**src/rtl/cpcc_cfg.svh**
```systemverilog
// How it works
// - combined mode runs loops three and four together
// - combined mode: fourth-loop commands NAK, raise CML
// - balancing runs only with enable bit set
// - read-only saturation bit, zero when balanced
// - combined mode halves third-loop limits per phase
// - external drive compares against housekeeping ADC current
// - ADC code is 10 bits, 700 mV full scale
// - external sense gain selectable from 10x to 50x
// - programmable amps-per-code scale, LSB 0.976 mA
// - external drive: PWM out drives stage, switch unused
// - image count 0 or 1 means one file
// - each programming uses one of 20 segments
`ifndef CPCC_CFG_SVH
`define CPCC_CFG_SVH

// register byte offsets
`define OFF_MODE       8'h00
`define OFF_GAIN       8'h04
`define OFF_SCALE      8'h08
`define OFF_WARN_A     8'h0C
`define OFF_FAULT_A    8'h10
`define OFF_WARN_C     8'h14
`define OFF_FAULT_C    8'h18
`define OFF_IOUT_A     8'h1C
`define OFF_IRQ_STAT   8'h20
`define OFF_IRQ_MASK   8'h24
`define OFF_PBAL_CTRL  8'h28
`define OFF_NVM        8'h2C
`define OFF_PBAL_STAT  8'h50

// field positions
`define MODE_COMB_BIT  0
`define MODE_EXT_BIT   1
`define PBAL_EN_BIT    14
`define PBAL_SAT_BIT   13
`define NVM_PROG_BIT   8
`define NVM_SEG_LSB    16

// interrupt bits
`define IRQ_WARN_A     0
`define IRQ_FAULT_A    1
`define IRQ_WARN_C     2
`define IRQ_FAULT_C    3
`define IRQ_CML        4
`define IRQ_BAL_SAT    5
`define IRQ_NVM_FULL   6
`define IRQ_W          7

// converter and scale figures
`define ADC_W          10
`define ADC_FS_MV      700
`define SCALE_LSB_UA   976
`define SCALE_RST      16'h007D
`define GAIN_MIN       6'h0A
`define GAIN_MAX       6'h32
`define CUR_W          26

// configuration memory
`define SEG_TOTAL      5'h14
`define IMG_MAX        4'hF

// balancer
`define TRIM_MAX       8'sh7F
`define TRIM_MIN       -8'sh7F
`define BAL_DEADBAND   26'h0000010

// pmbus loop index of the fourth loop
`define LOOP_FOURTH    3'h3

`endif

```
**src/rtl/cpcc_pkg.sv**
```systemverilog
`include "cpcc_cfg.svh"
`default_nettype none
package cpcc_pkg;
  typedef logic [`CUR_W-1:0] cur_t;    // current in scale-LSB units
  typedef logic signed [7:0] trim_t;   // phase trim
  typedef logic [`ADC_W-1:0] adc_t;    // housekeeping adc code
  typedef logic [`IRQ_W-1:0] irq_t;    // interrupt vector
endpackage
`default_nettype wire

```
**src/rtl/bal_if.sv**
```systemverilog
`default_nettype none
// link between the controller and the phase balancer
interface bal_if;
  import cpcc_pkg::*;
  logic  en;      // balancing allowed
  logic  sample;  // new phase readings present
  cur_t  i_c;     // third-loop phase current
  cur_t  i_d;     // fourth-loop phase current
  trim_t trim;    // correction applied to phase c
  logic  sat;     // trim pinned at a limit
  modport ctrl (output en, output sample, output i_c, output i_d,
                input trim, input sat);
  modport bal  (input en, input sample, input i_c, input i_d,
                output trim, output sat);
endinterface
`default_nettype wire

```
**src/rtl/phase_balancer.sv**
```systemverilog
`include "cpcc_cfg.svh"
`default_nettype none
// nudges a trim toward equal phase currents, one step per sample
module phase_balancer
  import cpcc_pkg::*;
(
  input  wire logic clk,
  input  wire logic rst_n,
  bal_if.bal        bal
);
  trim_t trim_reg;   // current trim
  trim_t trim_next;
  logic  sat_reg;    // saturation flag
  logic  sat_next;
  logic  c_high;     // phase c above d beyond deadband
  logic  d_high;     // phase d above c beyond deadband

  // step logic
  always_comb begin
    c_high    = bal.i_c > (bal.i_d + `BAL_DEADBAND);
    d_high    = bal.i_d > (bal.i_c + `BAL_DEADBAND);
    trim_next = trim_reg;
    sat_next  = sat_reg;
    if (!bal.en) begin
      // idle: trim released, not saturated
      trim_next = 8'sh00;
      sat_next  = 1'b0;
    end else if (bal.sample) begin
      sat_next = 1'b0;
      if (c_high) begin
        if (trim_reg == `TRIM_MIN) sat_next = 1'b1;
        else trim_next = trim_reg - 8'sh01;
      end else if (d_high) begin
        if (trim_reg == `TRIM_MAX) sat_next = 1'b1;
        else trim_next = trim_reg + 8'sh01;
      end
    end
  end

  // state registers
  always_ff @(posedge clk or negedge rst_n) begin
    if (!rst_n) begin
      trim_reg <= 8'sh00;
      sat_reg  <= 1'b0;
    end else begin
      trim_reg <= trim_next;
      sat_reg  <= sat_next;
    end
  end

  assign bal.trim = trim_reg;
  assign bal.sat  = sat_reg;
endmodule
`default_nettype wire

```
**src/rtl/combined_phase_current_control.sv**
```systemverilog
// Added by the designer: register access over APB.
`include "cpcc_cfg.svh"
`default_nettype none
// control of external drive, combined two-phase loop and config count
module combined_phase_current_control
  import cpcc_pkg::*;
(
  input  wire logic          clk,
  input  wire logic          rst_n,
  // apb slave
  input  wire logic          psel,
  input  wire logic          penable,
  input  wire logic          pwrite,
  input  wire logic [7:0]    paddr,
  input  wire logic [31:0]   pwdata,
  output logic      [31:0]   prdata,
  output logic               pready,
  output logic               pslverr,
  // pmbus command decode
  input  wire logic          cmd_valid,
  input  wire logic [2:0]    cmd_loop,
  output logic               cmd_nak,
  // housekeeping adc
  input  wire logic          adc_valid,
  input  wire cpcc_pkg::adc_t adc_code,
  // internal sensing
  input  wire cpcc_pkg::cur_t isense_a,
  input  wire cpcc_pkg::cur_t isense_c,
  input  wire cpcc_pkg::cur_t isense_d,
  input  wire logic          phase_sample,
  // first-loop modulator and pins
  input  wire logic          pwm_a_mod,
  output logic               pwm_a,
  output logic               switch_a_en,
  output logic      [5:0]    ecs_gain,
  // combined-loop outputs and overcurrent fault pins a, c, d
  output logic               loop_d_slaved,
  output cpcc_pkg::trim_t    phase_trim,
  output logic               oc_fault_a,
  output logic               oc_fault_c,
  output logic               oc_fault_d,
  // configuration memory and interrupt
  output logic               nvm_program,
  output logic      [3:0]    image_count,
  output logic               irq
);
  import cpcc_pkg::*;

  bal_if bal ();  // balancer link

  // software registers
  logic [1:0]  mode_reg,    mode_next;     // combined, external drive
  logic [5:0]  gain_reg,    gain_next;     // sense amp gain
  logic [15:0] scale_reg,   scale_next;    // ma per code in lsb units
  cur_t        warn_a_reg,  warn_a_next;   // first-loop warn limit
  cur_t        fault_a_reg, fault_a_next;  // first-loop fault limit
  cur_t        warn_c_reg,  warn_c_next;   // third-loop warn limit
  cur_t        fault_c_reg, fault_c_next;  // third-loop fault limit
  logic [15:0] pbal_reg,    pbal_next;     // balance control word
  logic [3:0]  img_reg,     img_next;      // config image count
  logic [4:0]  seg_reg,     seg_next;      // segments used
  irq_t        stat_reg,    stat_next;     // sticky events
  irq_t        mask_reg,    mask_next;     // event enables
  // block state
  cur_t        iout_a_reg,  iout_a_next;   // reported first-loop current
  logic [3:0]  lvl_reg,     lvl_next;      // warn/fault levels a, c
  logic        fd_reg,      fd_next;       // phase d fault level
  // port flops
  logic [31:0] prdata_reg,  prdata_next;
  logic        pready_reg,  pready_next;
  logic        pslverr_reg, pslverr_next;
  logic        nak_reg,     nak_next;
  logic        pwm_reg,     pwm_next;
  logic        swen_reg,    swen_next;
  logic        prog_reg,    prog_next;
  logic        irq_reg,     irq_next;
  // combinational helpers
  logic        setup;       // apb setup cycle
  logic        wr;          // write completes this edge
  logic        known;       // address decodes
  logic [31:0] rdata;       // read mux
  irq_t        events;      // one-cycle event set
  irq_t        w1c;         // bits software clears
  logic        comb_m;      // combined mode
  logic        ext_m;       // external drive mode
  cur_t        adc_cur;     // adc code scaled to current
  cur_t        lim_wc;      // per-phase warn limit
  cur_t        lim_fc;      // per-phase fault limit
  logic [3:0]  lvl_now;     // warn a, fault a, warn c, fault c
  logic        fd_now;      // phase d over fault limit
  logic        wd_now;      // phase d over warn limit

  // balancer instance
  phase_balancer u_bal (
    .clk   (clk),
    .rst_n (rst_n),
    .bal   (bal.bal)
  );

  // balancer feeds
  assign bal.en     = mode_reg[`MODE_COMB_BIT]
                    & pbal_reg[`PBAL_EN_BIT];
  assign bal.sample = phase_sample;
  assign bal.i_c    = isense_c;
  assign bal.i_d    = isense_d;

  // next-state computation for all registers
  always_comb begin
    comb_m  = mode_reg[`MODE_COMB_BIT];
    ext_m   = mode_reg[`MODE_EXT_BIT];
    setup   = psel & ~penable;
    wr      = psel & penable & pready_reg & pwrite;
    // code times scale, in 0.976 ma units
    adc_cur = `CUR_W'({16'h0000, adc_code} * {10'h000, scale_reg});
    // per-phase limits, halved in combined mode
    lim_wc  = comb_m ? (warn_c_reg >> 1)  : warn_c_reg;
    lim_fc  = comb_m ? (fault_c_reg >> 1) : fault_c_reg;
    // first-loop comparisons use the reported current, phases c and d the sense inputs
    lvl_now[0] = iout_a_reg >= warn_a_reg;
    lvl_now[1] = iout_a_reg >= fault_a_reg;
    wd_now     = comb_m & (isense_d >= lim_wc);
    fd_now     = comb_m & (isense_d >= lim_fc);
    lvl_now[2] = (isense_c >= lim_wc) | wd_now;
    lvl_now[3] = (isense_c >= lim_fc) | fd_now;

    // address decode and read mux
    known = 1'b1;
    rdata = 32'h0000_0000;
    case (paddr)
      `OFF_MODE:      rdata = {30'h0, mode_reg};
      `OFF_GAIN:      rdata = {26'h0, gain_reg};
      `OFF_SCALE:     rdata = {16'h0, scale_reg};
      `OFF_WARN_A:    rdata = {6'h0, warn_a_reg};
      `OFF_FAULT_A:   rdata = {6'h0, fault_a_reg};
      `OFF_WARN_C:    rdata = {6'h0, warn_c_reg};
      `OFF_FAULT_C:   rdata = {6'h0, fault_c_reg};
      `OFF_IOUT_A:    rdata = {6'h0, iout_a_reg};
      `OFF_IRQ_STAT:  rdata = {25'h0, stat_reg};
      `OFF_IRQ_MASK:  rdata = {25'h0, mask_reg};
      `OFF_PBAL_CTRL: rdata = {16'h0, pbal_reg};
      `OFF_NVM:       rdata = {11'h0, seg_reg, 12'h0, img_reg};
      `OFF_PBAL_STAT: begin
        // saturation bit, read only
        rdata[`PBAL_SAT_BIT] = bal.sat;
      end
      default:        known = 1'b0;
    endcase

    // apb answer: ready in the first access cycle
    pready_next  = setup;
    pslverr_next = setup & ~known;
    prdata_next  = (setup & ~pwrite & known) ? rdata : 32'h0000_0000;

    // defaults hold; program pulse, clear set and event set start at zero
    mode_next    = mode_reg;
    gain_next    = gain_reg;
    scale_next   = scale_reg;
    warn_a_next  = warn_a_reg;
    fault_a_next = fault_a_reg;
    warn_c_next  = warn_c_reg;
    fault_c_next = fault_c_reg;
    pbal_next    = pbal_reg;
    img_next     = img_reg;
    seg_next     = seg_reg;
    mask_next    = mask_reg;
    prog_next    = 1'b0;
    w1c          = '0;
    events       = '0;

    // register writes
    if (wr && known) begin
      case (paddr)
        `OFF_MODE:      mode_next    = pwdata[1:0];
        `OFF_GAIN: begin
          // gain clamped to the allowed span
          if (pwdata[31:6] != 26'h0 || pwdata[5:0] > `GAIN_MAX)
            gain_next = `GAIN_MAX;
          else if (pwdata[5:0] < `GAIN_MIN)
            gain_next = `GAIN_MIN;
          else
            gain_next = pwdata[5:0];
        end
        `OFF_SCALE:     scale_next   = pwdata[15:0];
        `OFF_WARN_A:    warn_a_next  = pwdata[`CUR_W-1:0];
        `OFF_FAULT_A:   fault_a_next = pwdata[`CUR_W-1:0];
        `OFF_WARN_C:    warn_c_next  = pwdata[`CUR_W-1:0];
        `OFF_FAULT_C:   fault_c_next = pwdata[`CUR_W-1:0];
        `OFF_IRQ_STAT:  w1c          = pwdata[`IRQ_W-1:0];
        `OFF_IRQ_MASK:  mask_next    = pwdata[`IRQ_W-1:0];
        `OFF_PBAL_CTRL: pbal_next    = pwdata[15:0];
        `OFF_NVM: begin
          img_next = pwdata[3:0];
          // programming request takes one segment
          if (pwdata[`NVM_PROG_BIT]) begin
            if (seg_reg < `SEG_TOTAL) begin
              seg_next  = seg_reg + 5'h01;
              prog_next = 1'b1;
            end else begin
              events[`IRQ_NVM_FULL] = 1'b1;
            end
          end
        end
        default: ;
      endcase
    end

    // reported current: adc in external drive, else internal
    iout_a_next = iout_a_reg;
    if (ext_m) begin
      if (adc_valid) iout_a_next = adc_cur;
    end else begin
      iout_a_next = isense_a;
    end

    // rising warn/fault levels become events
    lvl_next = lvl_now;
    fd_next  = fd_now;
    events[`IRQ_WARN_A]  = lvl_now[0] & ~lvl_reg[0];
    events[`IRQ_FAULT_A] = lvl_now[1] & ~lvl_reg[1];
    events[`IRQ_WARN_C]  = lvl_now[2] & ~lvl_reg[2];
    events[`IRQ_FAULT_C] = lvl_now[3] & ~lvl_reg[3];
    events[`IRQ_BAL_SAT] = bal.sat;

    // fourth-loop command while combined: nak and cml
    nak_next = cmd_valid & comb_m & (cmd_loop == `LOOP_FOURTH);
    events[`IRQ_CML] = nak_next;

    // sticky status, set wins over clear
    stat_next = (stat_reg & ~w1c) | events;
    irq_next  = |(stat_next & mask_next);

    // first-loop drive pins
    pwm_next  = pwm_a_mod;
    swen_next = ~ext_m;
  end

  // register bank
  always_ff @(posedge clk or negedge rst_n) begin
    if (!rst_n) begin
      mode_reg    <= 2'h0;
      gain_reg    <= `GAIN_MIN;
      scale_reg   <= `SCALE_RST;
      warn_a_reg  <= {`CUR_W{1'b1}};
      fault_a_reg <= {`CUR_W{1'b1}};
      warn_c_reg  <= {`CUR_W{1'b1}};
      fault_c_reg <= {`CUR_W{1'b1}};
      pbal_reg    <= 16'h0000;
      img_reg     <= 4'h0;
      seg_reg     <= 5'h00;
      stat_reg    <= '0;
      mask_reg    <= '0;
      iout_a_reg  <= '0;
      lvl_reg     <= 4'h0;
      fd_reg      <= 1'b0;
      prdata_reg  <= 32'h0000_0000;
      pready_reg  <= 1'b0;
      pslverr_reg <= 1'b0;
      nak_reg     <= 1'b0;
      pwm_reg     <= 1'b0;
      swen_reg    <= 1'b1;
      prog_reg    <= 1'b0;
      irq_reg     <= 1'b0;
    end else begin
      mode_reg    <= mode_next;
      gain_reg    <= gain_next;
      scale_reg   <= scale_next;
      warn_a_reg  <= warn_a_next;
      fault_a_reg <= fault_a_next;
      warn_c_reg  <= warn_c_next;
      fault_c_reg <= fault_c_next;
      pbal_reg    <= pbal_next;
      img_reg     <= img_next;
      seg_reg     <= seg_next;
      stat_reg    <= stat_next;
      mask_reg    <= mask_next;
      iout_a_reg  <= iout_a_next;
      lvl_reg     <= lvl_next;
      fd_reg      <= fd_next;
      prdata_reg  <= prdata_next;
      pready_reg  <= pready_next;
      pslverr_reg <= pslverr_next;
      nak_reg     <= nak_next;
      pwm_reg     <= pwm_next;
      swen_reg    <= swen_next;
      prog_reg    <= prog_next;
      irq_reg     <= irq_next;
    end
  end

  // outputs straight from flops
  assign prdata        = prdata_reg;
  assign pready        = pready_reg;
  assign pslverr       = pslverr_reg;
  assign cmd_nak       = nak_reg;
  assign pwm_a         = pwm_reg;
  assign switch_a_en   = swen_reg;
  assign ecs_gain      = gain_reg;
  assign loop_d_slaved = mode_reg[`MODE_COMB_BIT];
  assign phase_trim    = bal.trim;
  assign oc_fault_a    = lvl_reg[1];
  assign oc_fault_c    = lvl_reg[3];
  assign oc_fault_d    = fd_reg;
  assign nvm_program   = prog_reg;
  // zero and one both mean a single stored image
  assign image_count   = img_reg;
  assign irq           = irq_reg;
endmodule
`default_nettype wire

```
**config.mk**
```make
export PLATFORM = sky130hd
export DESIGN_NAME = combined_phase_current_control
export DESIGN_NICKNAME = d
export VERILOG_FILES = /design/src/rtl/cpcc_pkg.sv /design/src/rtl/bal_if.sv /design/src/rtl/phase_balancer.sv /design/src/rtl/combined_phase_current_control.sv
export VERILOG_INCLUDE_DIRS = /design/src /design/src/rtl
export SDC_FILE = /design/constraint.sdc
export NUM_CORES = 1
export LEC_CHECK = 0
export BUFFER_PORTS_ARGS = -buffer_cell sky130_fd_sc_hd__buf_2
export CAP_MARGIN = 10
export CORE_MARGIN = 10
export CORE_UTILIZATION = 50
export CTS_BUF_LIST = sky130_fd_sc_hd__clkbuf_16
export DETAILED_ROUTE_END_ITERATION = 7
export GPL_ROUTABILITY_DRIVEN = 0
export PLACE_DENSITY_LB_ADDON = 0.12
export SYNTH_ARGS = -nofsm -noshare
export SYNTH_HDL_FRONTEND = slang
export SYNTH_SLANG_ARGS = --single-unit
```
**constraint.sdc**
```tcl
create_clock -name clk -period 5.76 [get_ports clk]
set_clock_uncertainty 0.2 [all_clocks]
set_input_delay 0.576 -clock clk [delete_from_list [all_inputs] [get_ports clk]]
set_output_delay 0.576 -clock clk [all_outputs]
set_load 0.02 [all_outputs]
```
==> summary.txt <==
Setup path
  • CP Class: register to register
  • Worst path arrival time: 5.83 ns
  • Worst EP required: 6.04 ns
  • Crit start category: register
  • Endpoint type of the worst setup path: register
  • Worst-path maximum fanout: 4

Cells and area
  • Final Cell Area: 24,700 um2
  • Fill cells: 3,725
  • Synthesis-to-layout area growth: 15.0%
  • Commonest non-fill, non-tap cells in the layout: ha_1, nand2_1, inv_1
  • Nets@finish: 2,993
  • Multi-input gate area: 14,400 um2
  • Commonest non-fill, non-tap cell in the layout: ha_1
  • Sequential Area: 6150 um2
  • Final core utilization: 58.5%
  • Layout cells sized above 1: 24.1%

Timing
  • Final critical-path share of the clock period: 96.5%
  • Final WS setup: 0.202 ns
  • Max Clk Rate: 0.180 GHz
  • Slew Viols, Final: 0
  • Slew HR: 20.9%
  • Final Setup Violations: 0
  • Least-Margin Pin Slew: 1.17 ns
  • Worst hold slack: 0.0226 ns
  • Tmin final: 5.56 ns
  • Fin. Hold Viols: 0

Global routing
  • GRT Util Overall: 27.6%
  • Global route overflow: 0
  • Antenna violations before repair: 5
  • Vias in the first global route: 18,400
  • First-pass GRT wire length: 111 mm
  • Largest net degree at the start of global routing: 129

Power and ir drop
  • Max IR drop VDD: 0.210 mV
  • P per Cell Area: 159 nW/um2
  • P_leak: 12.1 nW

Logic synthesis
  • Top cell type's share of synthesized area: 16.1%
  • Syn. warnings: 0
  • Syn Area/Cell: 9.62 um2
  • Post-synth cell types: 77
  • Yosys top cell by area: ha_1
  • Cells after synthesis: 2,233
  • Seq cells post-synth: 240
  • Register area share after synthesis: 28.6%
  • Main flop type after synthesis: dfrtp_1
  • Post-synth EDFFs: 0
  • FFs w/ async S/R, synth: 100%
  • Main area contributors after synthesis: ha_1, dfrtp_1, dfstp_2, fa_1, mux2_2
  • Synthesized area: 21,500 um2

Floorplan
  • Die area: 51,600 um2
  • Die Y-Extent: 227 um
  • # IOs: 201
  • Initial Util: 50.9%
  • # rows: 75
  • Core Box Area: 42,200 um2
  • Die extent in x: 227 um

CTS
  • H-tree levels: 1
  • Worst skew pair latency: 0.57 ns
  • Sink Count: 240
  • Clock transition at the registers of the reported paths: 0.07 ns
  • Root Buffer: clkbuf_16
  • CTS max path bufs: 3
  • TritonCTS Buffers: 28
  • CTS tree: done

Place
  • DP Worst Slack: -0.313 ns
  • Input/output buffers: 194
  • DP Wirelength: 57.6 mm
  • Area after DPL: 23,500 um2

Drt
  • DRC Markers: 4
  • DR pass1 iterations: 8
  • Final ANT Viol Nets: 0
  • DR iter-0 viols: 2,290
  • WL/cell: 23.9 um
  • Vias post-DR: 18,500
  • Total wire length: 72.3 mm
  • Vias per inst: 6.10

Outcome
  • Status: finished, violations left
  • Failing checks: design-rule violations

Hold path
  • Class of the worst hold path: input port to register

Run
  • Max Cap Viol: 0
==> cell usage after synthesis, types with 5 or more instances <==
library cell / n
xnor2_1: 35
and2_1: 84
mux2i_1: 69
xor2_1: 29
a211o_1: 5
a31oi_1: 27
a21oi_1: 119
or3_1: 5
buf_1: 5
and3_1: 25
nor2b_1: 21
ha_1: 277
dfstp_2: 113
dfrtp_1: 127
mux2_2: 104
clkbuf_1: 83
a211oi_1: 20
nor4_1: 11
o211ai_1: 5
nand4_1: 43
a21o_1: 46
a22oi_1: 34
inv_1: 198
a22o_1: 8
a222oi_1: 29
nor3_1: 27
nand2_1: 220
o21a_1: 7
fa_1: 111
buf_4: 7
nand2b_1: 5
o21ai_0: 115
o2111ai_1: 5
a221oi_1: 12
nor2_1: 86
nand3_1: 37
==> power by group <==
| group | internal, mW | switching (mW) | total, mW |
|---|---|---|---|
| Sequential | 1.70 | 0.00581 | 1.70 |
| Clock | 1.00 | 0.771 | 1.78 |
| Combinational | 0.165 | 0.285 | 0.450 |
| Total | 2.86 | 1.06 | 3.93 |
==> metal layers <==
metal / track usage [%] / wire [um]
met1: 39.2 / 31700
met3: 4.81 / 6250
met4: 8.08 / 2310
met5: 0 / 11
met2: 42.4 / 32000
==> metrics by stage <==
| step | total power, mW | cells | setup TNS, ns |
|---|---|---|---|
| 6_report | 3.93 | 3029 | 0 |
| 3_3_place_gp | 2.15 | 2967 | -1.18 |
| 3_5_place_dp | 2.17 | 2967 | -1.74 |
| 2_1_floorplan | 1.94 | 2238 | 0 |
| 4_1_cts | 3.93 | 3022 | 0 |
| 5_1_grt | 4.05 | 3028 | -0.0283 |
==> final cells by class <==
class                           count  area share (%)
Timing Repair Buffer              294            7.21
Multi-Input combinational cell   1701            58.4
Tap cell                          539            2.73
Clock buffer                       29            2.94
Clock inverter                     23           0.714
Antenna cell                        3          0.0304
Sequential cell                   240            24.9
Inverter                          200            3.04
==> worst max-delay path, cell delays in order (launching register included) <==
cell      delay (ns)
dfstp_2         0.59
buf_6           0.11
nand2_1         0.07
fa_1            0.53
inv_1           0.05
fa_1            0.47
fa_1            0.51
fa_1            0.51
inv_1           0.05
fa_1            0.53
inv_1           0.06
ha_4            0.27
buf_4           0.12
nand2_1         0.06
o211ai_1        0.29
a21oi_4         0.07
nor3_2          0.26
a311oi_1        0.13
buf_4           0.16
a21oi_1         0.14
xnor2_1         0.09
o31ai_1         0.20
==> what timing repair did <==
item                       CTS  global route
hold buffers                 3             0
resized for setup            1            38
pin swaps                    0            25
setup endpoints to repair    1            10
hold endpoints to repair    76             0
buffers inserted             0             4
==> path summary, 6_finish.rpt <==
| path | from | end | slack [ns] | depth (start not counted) |
|---|---|---|---|---|
| hold / removal | cmd_loop[2] | cmd_nak | 0.02 | 2 |
| setup reg to reg | scale_reg[6] | iout_a_reg[25] | 0.20 | 21 |
| hold reg to reg | pbal_reg[7] | pbal_reg[7] | 0.31 | 1 |
| min in group asynchronous | rst_n | prdata[15] | 0.42 | 2 |
| max in group asynchronous | rst_n | scale_reg[10] | 3.60 | 3 |
| setup / recovery | scale_reg[6] | iout_a_reg[25] | 0.20 | 21 |
==> cell families after synthesis <==
| logic type | synth area share (%) |
|---|---|
| AND/OR/NAND/NOR | 13.8 |
| AO/OA/AOI/OAI | 14.4 |
| adder cells (fa/ha/maj) | 26.5 |
| buffers and inverters | 5.33 |
| flip-flops | 28.6 |
| multiplexers | 8.74 |
| XOR/XNOR | 2.61 |
| other | 0.0175 |
(Power assumes the default switching activity.)
